--- src/rtl/cantxr_pkg.sv ---
// shared constants for the transmit buffers and receive filter block
package cantxr_pkg;
  localparam int          N_TX        = 3;
  localparam int          MSG_BYTES   = 13;
  localparam int          FRAME_W     = MSG_BYTES * 8;
  localparam int          HIT_W       = 3;
  localparam int          RX_DEPTH    = 4;
  // byte offsets inside one buffer window
  localparam logic [3:0]  OFS_DATA0   = 4'h4;
  localparam logic [3:0]  OFS_DLC     = 4'hC;
  localparam logic [3:0]  OFS_LOCAL_PRIORITY    = 4'hD;
  localparam logic [3:0]  OFS_TS_HI   = 4'hE;
  localparam logic [3:0]  OFS_TS_LO   = 4'hF;
  localparam int          IDE_BIT     = 11;
  localparam logic [3:0]  DLC_MAX     = 4'h8;
  // reset values
  localparam logic [7:0]  BYTE_RST    = 8'h00;
  localparam logic [7:0]  MASK_RST    = 8'hFF;
  // acceptance filter modes
  localparam logic [1:0]  FMODE_TWO   = 2'h0;
  localparam logic [1:0]  FMODE_FOUR  = 2'h1;
  localparam logic [1:0]  FMODE_EIGHT = 2'h2;
  localparam logic [1:0]  FMODE_CLOSE = 2'h3;
  typedef enum logic [1:0] {TX_IDLE = 2'b01, TX_SEND = 2'b10} cantxr_txst_t;
endpackage

--- src/rtl/cantxr_filter.sv ---
// identifier acceptance filter, four modes, lowest hit wins
`timescale 1ns/1ps
`default_nettype none
module cantxr_filter
  import cantxr_pkg::*;
(
  // identifier bytes and filter setup
  input  wire logic [31:0]      ident,
  input  wire logic [63:0]      acc,
  input  wire logic [63:0]      msk,
  input  wire logic [1:0]       mode,
  // result
  output logic                  hit,
  output logic [HIT_W-1:0]      hit_idx
);
  logic [7:0] eq;
  logic [7:0] fh;

  // per acceptance byte compare, mask bit set means don't care
  genvar k;
  generate
    for (k = 0; k < 8; k++)
    begin : g_byte
      logic [1:0] isel;
      assign isel = (mode == FMODE_TWO) ? 2'(k % 4) : (mode == FMODE_FOUR) ? 2'(k % 2) : 2'h0;
      assign eq[k] = ((acc[8*k+:8] ^ ident[8*isel+:8]) & ~msk[8*k+:8]) == 8'h00; // see RULE13 see RULE14
    end
  endgenerate

  // group byte matches into filters for the selected mode
  always_comb
  begin
    fh = 8'h00;
    case (mode)
      FMODE_TWO:   fh = {6'h00, &eq[7:4], &eq[3:0]}; // see RULE18 see RULE19
      FMODE_FOUR:  fh = {4'h0, &eq[7:6], &eq[5:4], &eq[3:2], &eq[1:0]};
      FMODE_EIGHT: fh = eq;
      default:     fh = 8'h00; // closed: nothing accepted
    endcase
  end

  // lowest numbered matching filter reports the hit
  always_comb
  begin
    hit = |fh;
    hit_idx = '0;
    for (int i = 7; i >= 0; i--)
      if (fh[i])
        hit_idx = HIT_W'(i); // see RULE16 see RULE17
  end
endmodule
`default_nettype wire

--- src/rtl/cantxr_txsel.sv ---
// picks the ready transmit buffer with the smallest priority value
`timescale 1ns/1ps
`default_nettype none
module cantxr_txsel
  import cantxr_pkg::*;
(
  // ready buffers and their local priorities
  input  wire logic [N_TX-1:0]   ready,
  input  wire logic [8*N_TX-1:0] local_priority,
  // choice
  output logic                   any,
  output logic [1:0]             pick
);
  logic [7:0] best;

  // ties go to the lower buffer number because later equal values lose
  always_comb
  begin
    any = 1'b0;
    pick = 2'h0;
    best = 8'hFF;
    for (int i = 0; i < N_TX; i++)
      if (ready[i] && (!any || local_priority[8*i+:8] < best))
      begin
        any = 1'b1;
        pick = 2'(i); // see RULE21 see RULE24
        best = local_priority[8*i+:8];
      end
  end
endmodule
`default_nettype wire

--- src/rtl/cantxr_top.sv ---
// transmit buffers, background receive buffer, receive fifo and filter
`timescale 1ns/1ps
`default_nettype none
// Contract
// RULE1 - three transmit buffers, each a 13-byte message plus 8-bit local priority
// RULE2 - each buffer has two time stamp bytes filled when stamping is on
// RULE3 - software picks a buffer whose empty flag is set
// RULE4 - select write maps a free buffer into the single window
// RULE5 - software loads the buffer then clears its empty flag to send
// RULE6 - every incoming frame lands in the background receive buffer
// RULE7 - invalid frames are overwritten by the next and never enter the fifo
// RULE8 - own frames while sending are captured but not stored, flagged or acked
// RULE9 - in loopback own frames are handled like any other frame
// RULE10 - on lost arbitration the device becomes receiver of the winning frame
// RULE11 - accepted frame with full fifo is dropped and overrun flagged if enabled
// RULE12 - full fifo still transmits, drops input, accepts again once freed
// RULE13 - received identifiers compared against acceptance registers
// RULE14 - mask bits set exclude identifier bits from comparison
// RULE15 - accepted frame sets receive full flag and three-bit hit index
// RULE16 - several matching filters report the lowest numbered one
// RULE17 - filter has four modes differing in filter count and width
// RULE18 - two-filter mode covers full extended or standard id with control bits
// RULE19 - acceptance and mask bytes 0-3 form filter 0, bytes 4-7 filter 1
// RULE20 - software should prefer four or eight filters for standard ids
// RULE21 - with several ready buffers the highest priority goes first
// RULE22 - identifier extension bit 0 means standard, 1 means extended
// RULE23 - payload bytes used follow the buffer's length code
// RULE24 - smallest local priority value wins selection
module cantxr_top
  import cantxr_pkg::*;
#(
  parameter int DEPTH = RX_DEPTH
)
(
  // clock and reset
  input  wire logic                 core_clk,
  input  wire logic                 rst,
  // software side: buffer selection and window
  input  wire logic                 sel_wr,
  input  wire logic [N_TX-1:0]      sel_data,
  input  wire logic                 win_wr,
  input  wire logic [3:0]           win_addr,
  input  wire logic [7:0]           win_wdata,
  input  wire logic [N_TX-1:0]      tx_release,
  output logic [N_TX-1:0]           tx_buffer_empty_flag_ff,
  output logic [N_TX-1:0]           tx_buffer_select_ff,
  output logic [7:0]                win_rdata_ff,
  // software side: configuration
  input  wire logic                 loopback,
  input  wire logic                 ts_enable,
  input  wire logic                 ovr_ie,
  input  wire logic [1:0]           filter_mode,
  input  wire logic                 accept_wr,
  input  wire logic [3:0]           accept_addr,
  input  wire logic [7:0]           accept_data,
  // software side: receive fifo
  input  wire logic [3:0]           rx_rd_idx,
  input  wire logic                 rx_release,
  output logic [7:0]                rx_rdata_ff,
  output logic                      rx_full_flag_ff,
  output logic [HIT_W-1:0]          filter_hit_index_ff,
  output logic                      overrun_ff,
  // bit engine side: transmit
  output logic                      tx_req_ff,
  output logic [1:0]                tx_pick_ff,
  output logic                      tx_extended_ff,
  output logic [FRAME_W-1:0]        tx_frame_ff,
  output logic                      ack_allow_ff,
  input  wire logic                 tx_done,
  input  wire logic                 arb_lost,
  input  wire logic [15:0]          ts_value,
  // bit engine side: receive
  input  wire logic                 rx_byte_wr,
  input  wire logic [3:0]           rx_byte_idx,
  input  wire logic [7:0]           rx_byte,
  input  wire logic                 frame_end,
  input  wire logic                 frame_ok
);
  localparam int PW = $clog2(DEPTH);
  localparam int CW = $clog2(DEPTH + 1);
  localparam logic [CW-1:0] FULL_CNT = CW'(DEPTH);

  // zero the payload bytes that lie beyond the length code
  function automatic logic [FRAME_W-1:0] mask_payload(input logic [FRAME_W-1:0] f);
    logic [3:0] dlc;
    dlc = (f[8*OFS_DLC+:4] > DLC_MAX) ? DLC_MAX : f[8*OFS_DLC+:4];
    for (int i = 0; i < 8; i++)
      if (4'(i) >= dlc)
        f[8*(OFS_DATA0+i)+:8] = 8'h00;
    return f;
  endfunction

  logic [7:0]           tx_mem [N_TX][16];
  logic [7:0]           bg_mem [MSG_BYTES];
  logic [FRAME_W+HIT_W-1:0] fifo_mem [DEPTH];
  logic [63:0]          acc_ff;
  logic [63:0]          msk_ff;
  logic [1:0]           sel_idx_ff;
  logic                 sel_ok_ff;
  cantxr_txst_t         st_ff;
  logic [PW-1:0]        wr_ptr_ff;
  logic [PW-1:0]        rd_ptr_ff;
  logic [CW-1:0]        cnt_ff;
  logic [N_TX-1:0]      ready;
  logic [8*N_TX-1:0]    local_priority;
  logic                 any_rdy;
  logic [1:0]           best;
  logic [FRAME_W-1:0]   bg_flat;
  logic [FRAME_W-1:0]   best_flat;
  logic                 hit;
  logic [HIT_W-1:0]     hit_idx;
  logic                 own;
  logic                 lost_ff;
  logic                 want;
  logic                 push;
  logic                 pop;
  logic [1:0]           nxt_sel;
  logic                 nxt_ok;

  // flatten buffers for the selector, filter and fifo
  always_comb
  begin
    ready = ~tx_buffer_empty_flag_ff;
    best_flat = '0;
    bg_flat = '0;
    for (int i = 0; i < N_TX; i++)
      local_priority[8*i+:8] = tx_mem[i][OFS_LOCAL_PRIORITY]; // see RULE1
    for (int j = 0; j < MSG_BYTES; j++)
    begin
      best_flat[8*j+:8] = tx_mem[best][j];
      bg_flat[8*j+:8] = bg_mem[j];
    end
  end

  cantxr_txsel u_sel (
    .ready (ready),
    .local_priority  (local_priority),
    .any   (any_rdy),
    .pick  (best)
  );

  cantxr_filter u_filt (
    .ident   (bg_flat[31:0]),
    .acc     (acc_ff),
    .msk     (msk_ff),
    .mode    (filter_mode),
    .hit     (hit),
    .hit_idx (hit_idx)
  );

  // lowest free buffer among those software asked for gets mapped
  always_comb
  begin
    nxt_sel = sel_idx_ff;
    nxt_ok = sel_ok_ff;
    if (sel_wr)
    begin
      nxt_ok = 1'b0;
      for (int i = N_TX - 1; i >= 0; i--)
        if (sel_data[i] && tx_buffer_empty_flag_ff[i])
        begin
          nxt_sel = 2'(i); // see RULE4 see RULE3
          nxt_ok = 1'b1;
        end
    end
  end

  // selection register and its read back
  always_ff @(posedge core_clk or posedge rst)
  begin
    if (rst)
    begin
      sel_idx_ff <= 2'h0;
      sel_ok_ff <= 1'b0;
      tx_buffer_select_ff <= '0;
    end
    else
    begin
      sel_idx_ff <= nxt_sel;
      sel_ok_ff <= nxt_ok;
      tx_buffer_select_ff <= nxt_ok ? N_TX'(1 << nxt_sel) : '0;
    end
  end

  // buffer memory: window writes and time stamp capture at end of send
  always_ff @(posedge core_clk or posedge rst)
  begin
    if (rst)
    begin
      for (int i = 0; i < N_TX; i++)
        for (int j = 0; j < 16; j++)
          tx_mem[i][j] <= BYTE_RST;
    end
    else
    begin
      if (win_wr && sel_ok_ff)
        tx_mem[sel_idx_ff][win_addr] <= win_wdata; // see RULE4
      if (tx_done && st_ff == TX_SEND && ts_enable)
      begin
        tx_mem[tx_pick_ff][OFS_TS_HI] <= ts_value[15:8]; // see RULE2
        tx_mem[tx_pick_ff][OFS_TS_LO] <= ts_value[7:0];
      end
    end
  end

  // window read returns the mapped buffer, nothing when unmapped
  always_ff @(posedge core_clk or posedge rst)
  begin
    if (rst)
      win_rdata_ff <= 8'h00;
    else
      win_rdata_ff <= sel_ok_ff ? tx_mem[sel_idx_ff][win_addr] : 8'h00;
  end

  // empty flags: completion sets, release clears, set wins
  always_ff @(posedge core_clk or posedge rst)
  begin
    if (rst)
      tx_buffer_empty_flag_ff <= '1;
    else
    begin
      for (int i = 0; i < N_TX; i++)
        if (tx_done && st_ff == TX_SEND && tx_pick_ff == 2'(i))
          tx_buffer_empty_flag_ff[i] <= 1'b1;
        else if (tx_release[i])
          tx_buffer_empty_flag_ff[i] <= 1'b0; // see RULE5
    end
  end

  // transmit sequencer; a lost arbitration leaves the buffer queued for retry
  always_ff @(posedge core_clk or posedge rst)
  begin
    if (rst)
    begin
      st_ff <= TX_IDLE;
      tx_req_ff <= 1'b0;
      tx_pick_ff <= 2'h0;
      tx_extended_ff <= 1'b0;
      tx_frame_ff <= '0;
    end
    else
    begin
      case (st_ff)
        TX_IDLE:
          if (any_rdy)
          begin
            st_ff <= TX_SEND;
            tx_req_ff <= 1'b1;
            tx_pick_ff <= best; // see RULE21
            tx_extended_ff <= best_flat[IDE_BIT]; // see RULE22
            tx_frame_ff <= mask_payload(best_flat); // see RULE23
          end
        TX_SEND:
          if (tx_done || arb_lost)
          begin
            st_ff <= TX_IDLE; // see RULE10
            tx_req_ff <= 1'b0;
          end
        default:
        begin
          st_ff <= TX_IDLE;
          tx_req_ff <= 1'b0;
        end
      endcase
    end
  end

  // acceptance and mask bytes
  always_ff @(posedge core_clk or posedge rst)
  begin
    if (rst)
    begin
      acc_ff <= '0;
      msk_ff <= {8{MASK_RST}};
    end
    else if (accept_wr)
    begin
      if (accept_addr[3])
        msk_ff[8*accept_addr[2:0]+:8] <= accept_data;
      else
        acc_ff[8*accept_addr[2:0]+:8] <= accept_data;
    end
  end

  // background buffer simply takes every byte, so a bad frame gets overwritten
  always_ff @(posedge core_clk or posedge rst)
  begin
    if (rst)
    begin
      for (int j = 0; j < MSG_BYTES; j++)
        bg_mem[j] <= BYTE_RST;
    end
    else if (rx_byte_wr && rx_byte_idx < 4'(MSG_BYTES))
      bg_mem[rx_byte_idx] <= rx_byte; // see RULE6 see RULE7
  end

  // store decision; own frames count only in loopback
  always_comb
  begin
    own = (st_ff == TX_SEND) && !loopback && !lost_ff; // see RULE8 see RULE9 see RULE10
    want = frame_end && frame_ok && !own && hit; // see RULE13
    push = want && (cnt_ff != FULL_CNT); // see RULE11 see RULE12
    pop = rx_release && (cnt_ff != '0);
  end

  // receive fifo pointers and storage
  always_ff @(posedge core_clk or posedge rst)
  begin
    if (rst)
    begin
      wr_ptr_ff <= '0;
      rd_ptr_ff <= '0;
      cnt_ff <= '0;
      for (int d = 0; d < DEPTH; d++)
        fifo_mem[d] <= '0;
    end
    else
    begin
      if (push)
      begin
        fifo_mem[wr_ptr_ff] <= {hit_idx, mask_payload(bg_flat)}; // see RULE15
        wr_ptr_ff <= (wr_ptr_ff == PW'(DEPTH - 1)) ? '0 : wr_ptr_ff + 1'b1;
      end
      if (pop)
        rd_ptr_ff <= (rd_ptr_ff == PW'(DEPTH - 1)) ? '0 : rd_ptr_ff + 1'b1;
      cnt_ff <= cnt_ff + CW'(push) - CW'(pop);
    end
  end

  // software view of the fifo head, one cycle behind the pointers
  always_ff @(posedge core_clk or posedge rst)
  begin
    if (rst)
    begin
      rx_full_flag_ff <= 1'b0;
      filter_hit_index_ff <= '0;
      rx_rdata_ff <= 8'h00;
    end
    else
    begin
      rx_full_flag_ff <= cnt_ff != '0; // see RULE15
      filter_hit_index_ff <= fifo_mem[rd_ptr_ff][FRAME_W+:HIT_W];
      rx_rdata_ff <= (rx_rd_idx < 4'(MSG_BYTES)) ? fifo_mem[rd_ptr_ff][8*rx_rd_idx+:8] : 8'h00;
    end
  end

  // overrun pulse, acknowledge permission and lost arbitration mark
  // the retry may already be queued, so the winner's frame stays foreign until its end
  always_ff @(posedge core_clk or posedge rst)
  begin
    if (rst)
    begin
      overrun_ff <= 1'b0;
      ack_allow_ff <= 1'b1;
      lost_ff <= 1'b0;
    end
    else
    begin
      overrun_ff <= want && (cnt_ff == FULL_CNT) && ovr_ie; // see RULE11
      ack_allow_ff <= !own; // see RULE8
      if (st_ff == TX_SEND && arb_lost && !tx_done)
        lost_ff <= 1'b1; // see RULE10
      else if (frame_end)
        lost_ff <= 1'b0;
    end
  end

  a_sel_window: assert property (@(posedge core_clk) disable iff (rst) // see RULE4
    sel_wr && |(sel_data & tx_buffer_empty_flag_ff) ##1 1'b1 |=>
      (tx_buffer_select_ff & $past(sel_data, 2)) != '0 && $onehot(tx_buffer_select_ff))
    else $error("selected buffer not mapped to window");

  a_own_drop: assert property (@(posedge core_clk) disable iff (rst) // see RULE8
    frame_end && st_ff == TX_SEND && !loopback && !lost_ff |=> !ack_allow_ff && $stable(wr_ptr_ff))
    else $error("own frame stored or acknowledged");

  a_lost_store: assert property (@(posedge core_clk) disable iff (rst) // see RULE10
    frame_end && frame_ok && lost_ff && hit && cnt_ff < FULL_CNT && !rx_release |=> cnt_ff == $past(cnt_ff) + 1'b1)
    else $error("frame after lost arbitration not stored");

  a_loop_store: assert property (@(posedge core_clk) disable iff (rst) // see RULE9
    frame_end && frame_ok && loopback && hit && cnt_ff < FULL_CNT && !rx_release |=> cnt_ff == $past(cnt_ff) + 1'b1)
    else $error("loopback frame not stored");

  a_bad_frame: assert property (@(posedge core_clk) disable iff (rst) // see RULE7
    frame_end && !frame_ok |=> $stable(wr_ptr_ff) ##1 !overrun_ff)
    else $error("invalid frame reached fifo");

  a_ovr_flag: assert property (@(posedge core_clk) disable iff (rst) // see RULE11
    want && cnt_ff == FULL_CNT |=> overrun_ff == $past(ovr_ie) && $stable(wr_ptr_ff))
    else $error("overrun not handled");

  a_full_hold: assert property (@(posedge core_clk) disable iff (rst) // see RULE12
    cnt_ff == FULL_CNT && !rx_release |=> cnt_ff == FULL_CNT ##1 rx_full_flag_ff)
    else $error("full fifo changed without release");

  a_local_priority_pick: assert property (@(posedge core_clk) disable iff (rst) // see RULE24
    st_ff == TX_IDLE && any_rdy |=> tx_req_ff && tx_pick_ff == $past(best)
      && !tx_buffer_empty_flag_ff[tx_pick_ff])
    else $error("wrong buffer chosen");

  a_arb_recv: assert property (@(posedge core_clk) disable iff (rst) // see RULE10
    st_ff == TX_SEND && arb_lost && !tx_done |=> !tx_req_ff ##1 ack_allow_ff || loopback)
    else $error("lost arbitration did not yield receiver");

  a_stamp: assert property (@(posedge core_clk) disable iff (rst) // see RULE2
    st_ff == TX_SEND && tx_done && ts_enable |=>
      {tx_mem[$past(tx_pick_ff)][OFS_TS_HI], tx_mem[$past(tx_pick_ff)][OFS_TS_LO]} == $past(ts_value))
    else $error("time stamp not captured");
endmodule
`default_nettype wire

--- config.mk ---
export PLATFORM = sky130hd
export DESIGN_NAME = cantxr_top
export DESIGN_NICKNAME = d
export VERILOG_FILES = /design/src/rtl/cantxr_pkg.sv /design/src/rtl/cantxr_filter.sv /design/src/rtl/cantxr_txsel.sv /design/src/rtl/cantxr_top.sv
export SDC_FILE = /design/constraint.sdc
export NUM_CORES = 2
export LEC_CHECK = 0
export ABC_AREA = 1
export BUFFER_PORTS_ARGS = -buffer_cell sky130_fd_sc_hd__buf_2
export CORE_MARGIN = 8
export CORE_UTILIZATION = 55
export DETAILED_ROUTE_END_ITERATION = 6
export HOLD_SLACK_MARGIN = 0.02
export PLACE_DENSITY = 0.68
export SETUP_SLACK_MARGIN = 0.2
export SYNTH_ARGS = -nofsm -noshare
export SYNTH_HDL_FRONTEND = slang
export SYNTH_SLANG_ARGS = --single-unit
--- constraint.sdc ---
create_clock -name core_clk -period 47.6 [get_ports core_clk]
set_input_delay 2.38 -clock core_clk [delete_from_list [all_inputs] [get_ports core_clk]]
set_output_delay 2.38 -clock core_clk [all_outputs]
set_load 0.1 [all_outputs]
==> metrics.txt <==
outcome=completed; post-cts sizing count=0; final cell count without fillers=7958; Die Wd=333 um; vias in the first global route=45200; Pwr Density=62.9 mW/mm2; initial antenna violation count=11; CP startpoint=filter_mode[1]; final setup margin=40.73 ns; DRT iter0 DRCs=5319; R2R depth=23; fin util=61.0%; Avg WL per Cell=21.9 um; hold buffer count at CTS=0; Final Hold Fails=0; Num CTS Buffers=132; max_cap viols=0; RSZ-0062 raised after global routing=false; register area share after synthesis=54.1%; GPL Wtd Cong=0.927; Clock Latency Late Sink=0.76 ns; Final Skew=0.0323 ns; EDFF count, synth=0; die extent in y=333 um; CTS Buffer Depth=3; pin count of the biggest net entering global routing=178; DPL Wire Length=110000 um; Antenna Nets Post-Route=0; share of cells above drive strength 1=9.82%; Post-synth top cells=nand2_1, o21ai_0, dfrtp_1; Max Fanout on Critical Path=81; Rel. slew slack=20.0%; async set or reset register ratio after synthesis=100%; FP Rows=116; worst-margin pin slew=1.20 ns; Tmin final=6.87 ns; total gr overflow=0; Worst Setup End Kind=flip-flop; Yosys cell types=60; Layout fillers=8795; Clock Root Buffer=clkbuf_16; Tightest Hold Check Type=reg -> reg; CTS Sinks=1191; Top FF cell, synth=dfrtp_1; placed cells=7705; # setup viols final=0; Avg Cell Area, Syn=8.41 um2; drt total wl=174000 um; port bufs=213; simple-gate share of the synthesized area=17.7%; Pre-antenna DRT Iters=6; cell depth of the worst min-delay path=2; top cell type's share of synthesized area=50.8%; core area=0.0999 mm2; Setup Total Neg Slack=0 ns; Cell Chain, Critical Path=buf_2, nor2_4, inv_2, o21ai_1, or2_1, nand3b_1, o21ai_1, nor2_1, nand2_1, nor2_1, nand2_1, nand3_1, or2_4, nor2_4, nand2_8, nand4_4, buf_4, buf_4, o21ai_0; hold_sp=tx_frame_ff[47]; Post-Syn Instances=6573; top cells by area, synth=dfrtp_1, nand2_1, o21ai_0; YS warnings=0; die area=0.111 mm2; Synth area leader=dfrtp_1; Initial Util=55.3%; slowest stage cell, crit path=buf_4; Yosys reg bits=1191; first-pass GRT wire length=272000 um; Nets=6643; f_max=0.146 GHz; synthesized area=0.0553 mm2; area grow syn2layout=10.2%; Peak VDD IR=0.0592 mV; CP max stage delay=0.96 ns; H-tree depth=4; startpoint types=input port; Synth Area in Compound Gates=20.3%; CTS tree=done; IO Pins=214; via count=47700; final worst path period share=14.4%; drt drc=0; worst path required time=48.19 ns; worst path arrival time=7.45 ns; Setup CP Type=in -> reg; fin. max-slew vios=0; adder-cell share of the synthesized area=0.557%; Post-Synth XOR/XNOR Area=0.571%; multiplexer share of the synthesized area=0.410%; leak pwr=27.8 nW; most common cell in the netlist=nand2_1; Via density=6.00; Setup Fix Bufs, Post-CTS=0; Worst-path clk slew=0.05 ns; largest family of logic cells by synthesized area=compound AO/OA/AOI/OAI gates; DP Worst Slack=40.05 ns; overall routing resource usage=30.9%; worst flop-to-flop path startpoint=tx_buffer_empty_flag_ff[0]; Post-Syn Nets=6675
## per-stage QoR
step / area [um2] / power [mW] / hold WS (ns)
2_1_floorplan: 55300 / 2.35 / 0.444
3_3_place_gp: 56400 / 2.74 / 0.458
3_5_place_dp: 56400 / 2.76 / 0.459
4_1_cts: 60900 / 3.82 / 0.477
5_1_grt: 60900 / 4.03 / 0.494
6_report: 60900 / 3.83 / 0.471
## cells by family after synthesis
group	after synthesis
compound gates	2023
xor+xnor	36
fa+ha+maj	24
buf+inv	789
flops	1191
mux	21
simple gates	2489
## metal layers
metal | part of all wire (%) | GRT usage, %
met5 | 0.030 | 0
met4 | 5.7 | 16.0
met3 | 8.5 | 6.47
met2 | 45 | 47.1
met1 | 41 | 41.9
## report_power, final
group / leakage (nW) / switching [mW] / internal, mW
clock: 2.22 / 0.426 / 0.633
combinational: 9.58 / 1.04 / 0.360
sequential: 16.0 / 0.143 / 1.22
## worst max-delay path, delay by kind of cell
kind / cells / cell delay, ns
simple gates: 12 / 2.10
buf+inv: 4 / 2.26
compound gates: 3 / 0.55
## cells in the final DEF, fill, tap and decap left out, types with 77 or more instances in the layout
cell	instances
nand2_1	1852
o21ai_0	1237
dfrtp_1	1120
nor2_1	422
inv_1	324
o21ai_1	236
buf_2	213
clkbuf_16	136
a21oi_1	120
o22ai_1	104
nand3_1	96
o211ai_1	78
a22oi_1	77
## state kept, by name (all words and copies together) (netlist names), 8 cells and up
register        flops
local_priority     24
win_rdata_ff        8
tx_frame_ff       104
tx_mem            360
acc_ff             64
bg_flat           104
fifo_mem          428
msk_ff             64
rx_rdata_ff         8
## area by class of cell
cell class | instances | area, um2 | area share, %
Inverter | 348 | 1320 | 2.17
Sequential cell | 1191 | 29900 | 49.1
Antenna cell | 8 | 20.0 | 0.0329
Clock buffer | 201 | 3940 | 6.47
Tap cell | 1298 | 1620 | 2.67
Multi-Input combinational cell | 4593 | 21900 | 36.0
Timing Repair Buffer | 275 | 1580 | 2.60
Clock inverter | 44 | 566 | 0.929
## worst paths after layout
check | slack, ns | end
max in group asynchronous | 41.46 | fifo_mem[239]
min in group asynchronous | 1.82 | fifo_mem[296]
min | 0.47 | tx_frame_ff[47]
max reg2reg | 40.90 | tx_frame_ff[43]
max | 40.73 | fifo_mem[36]
min reg2reg | 0.47 | tx_frame_ff[47]
No activity file was read; power rests on OpenSTA's default activity.
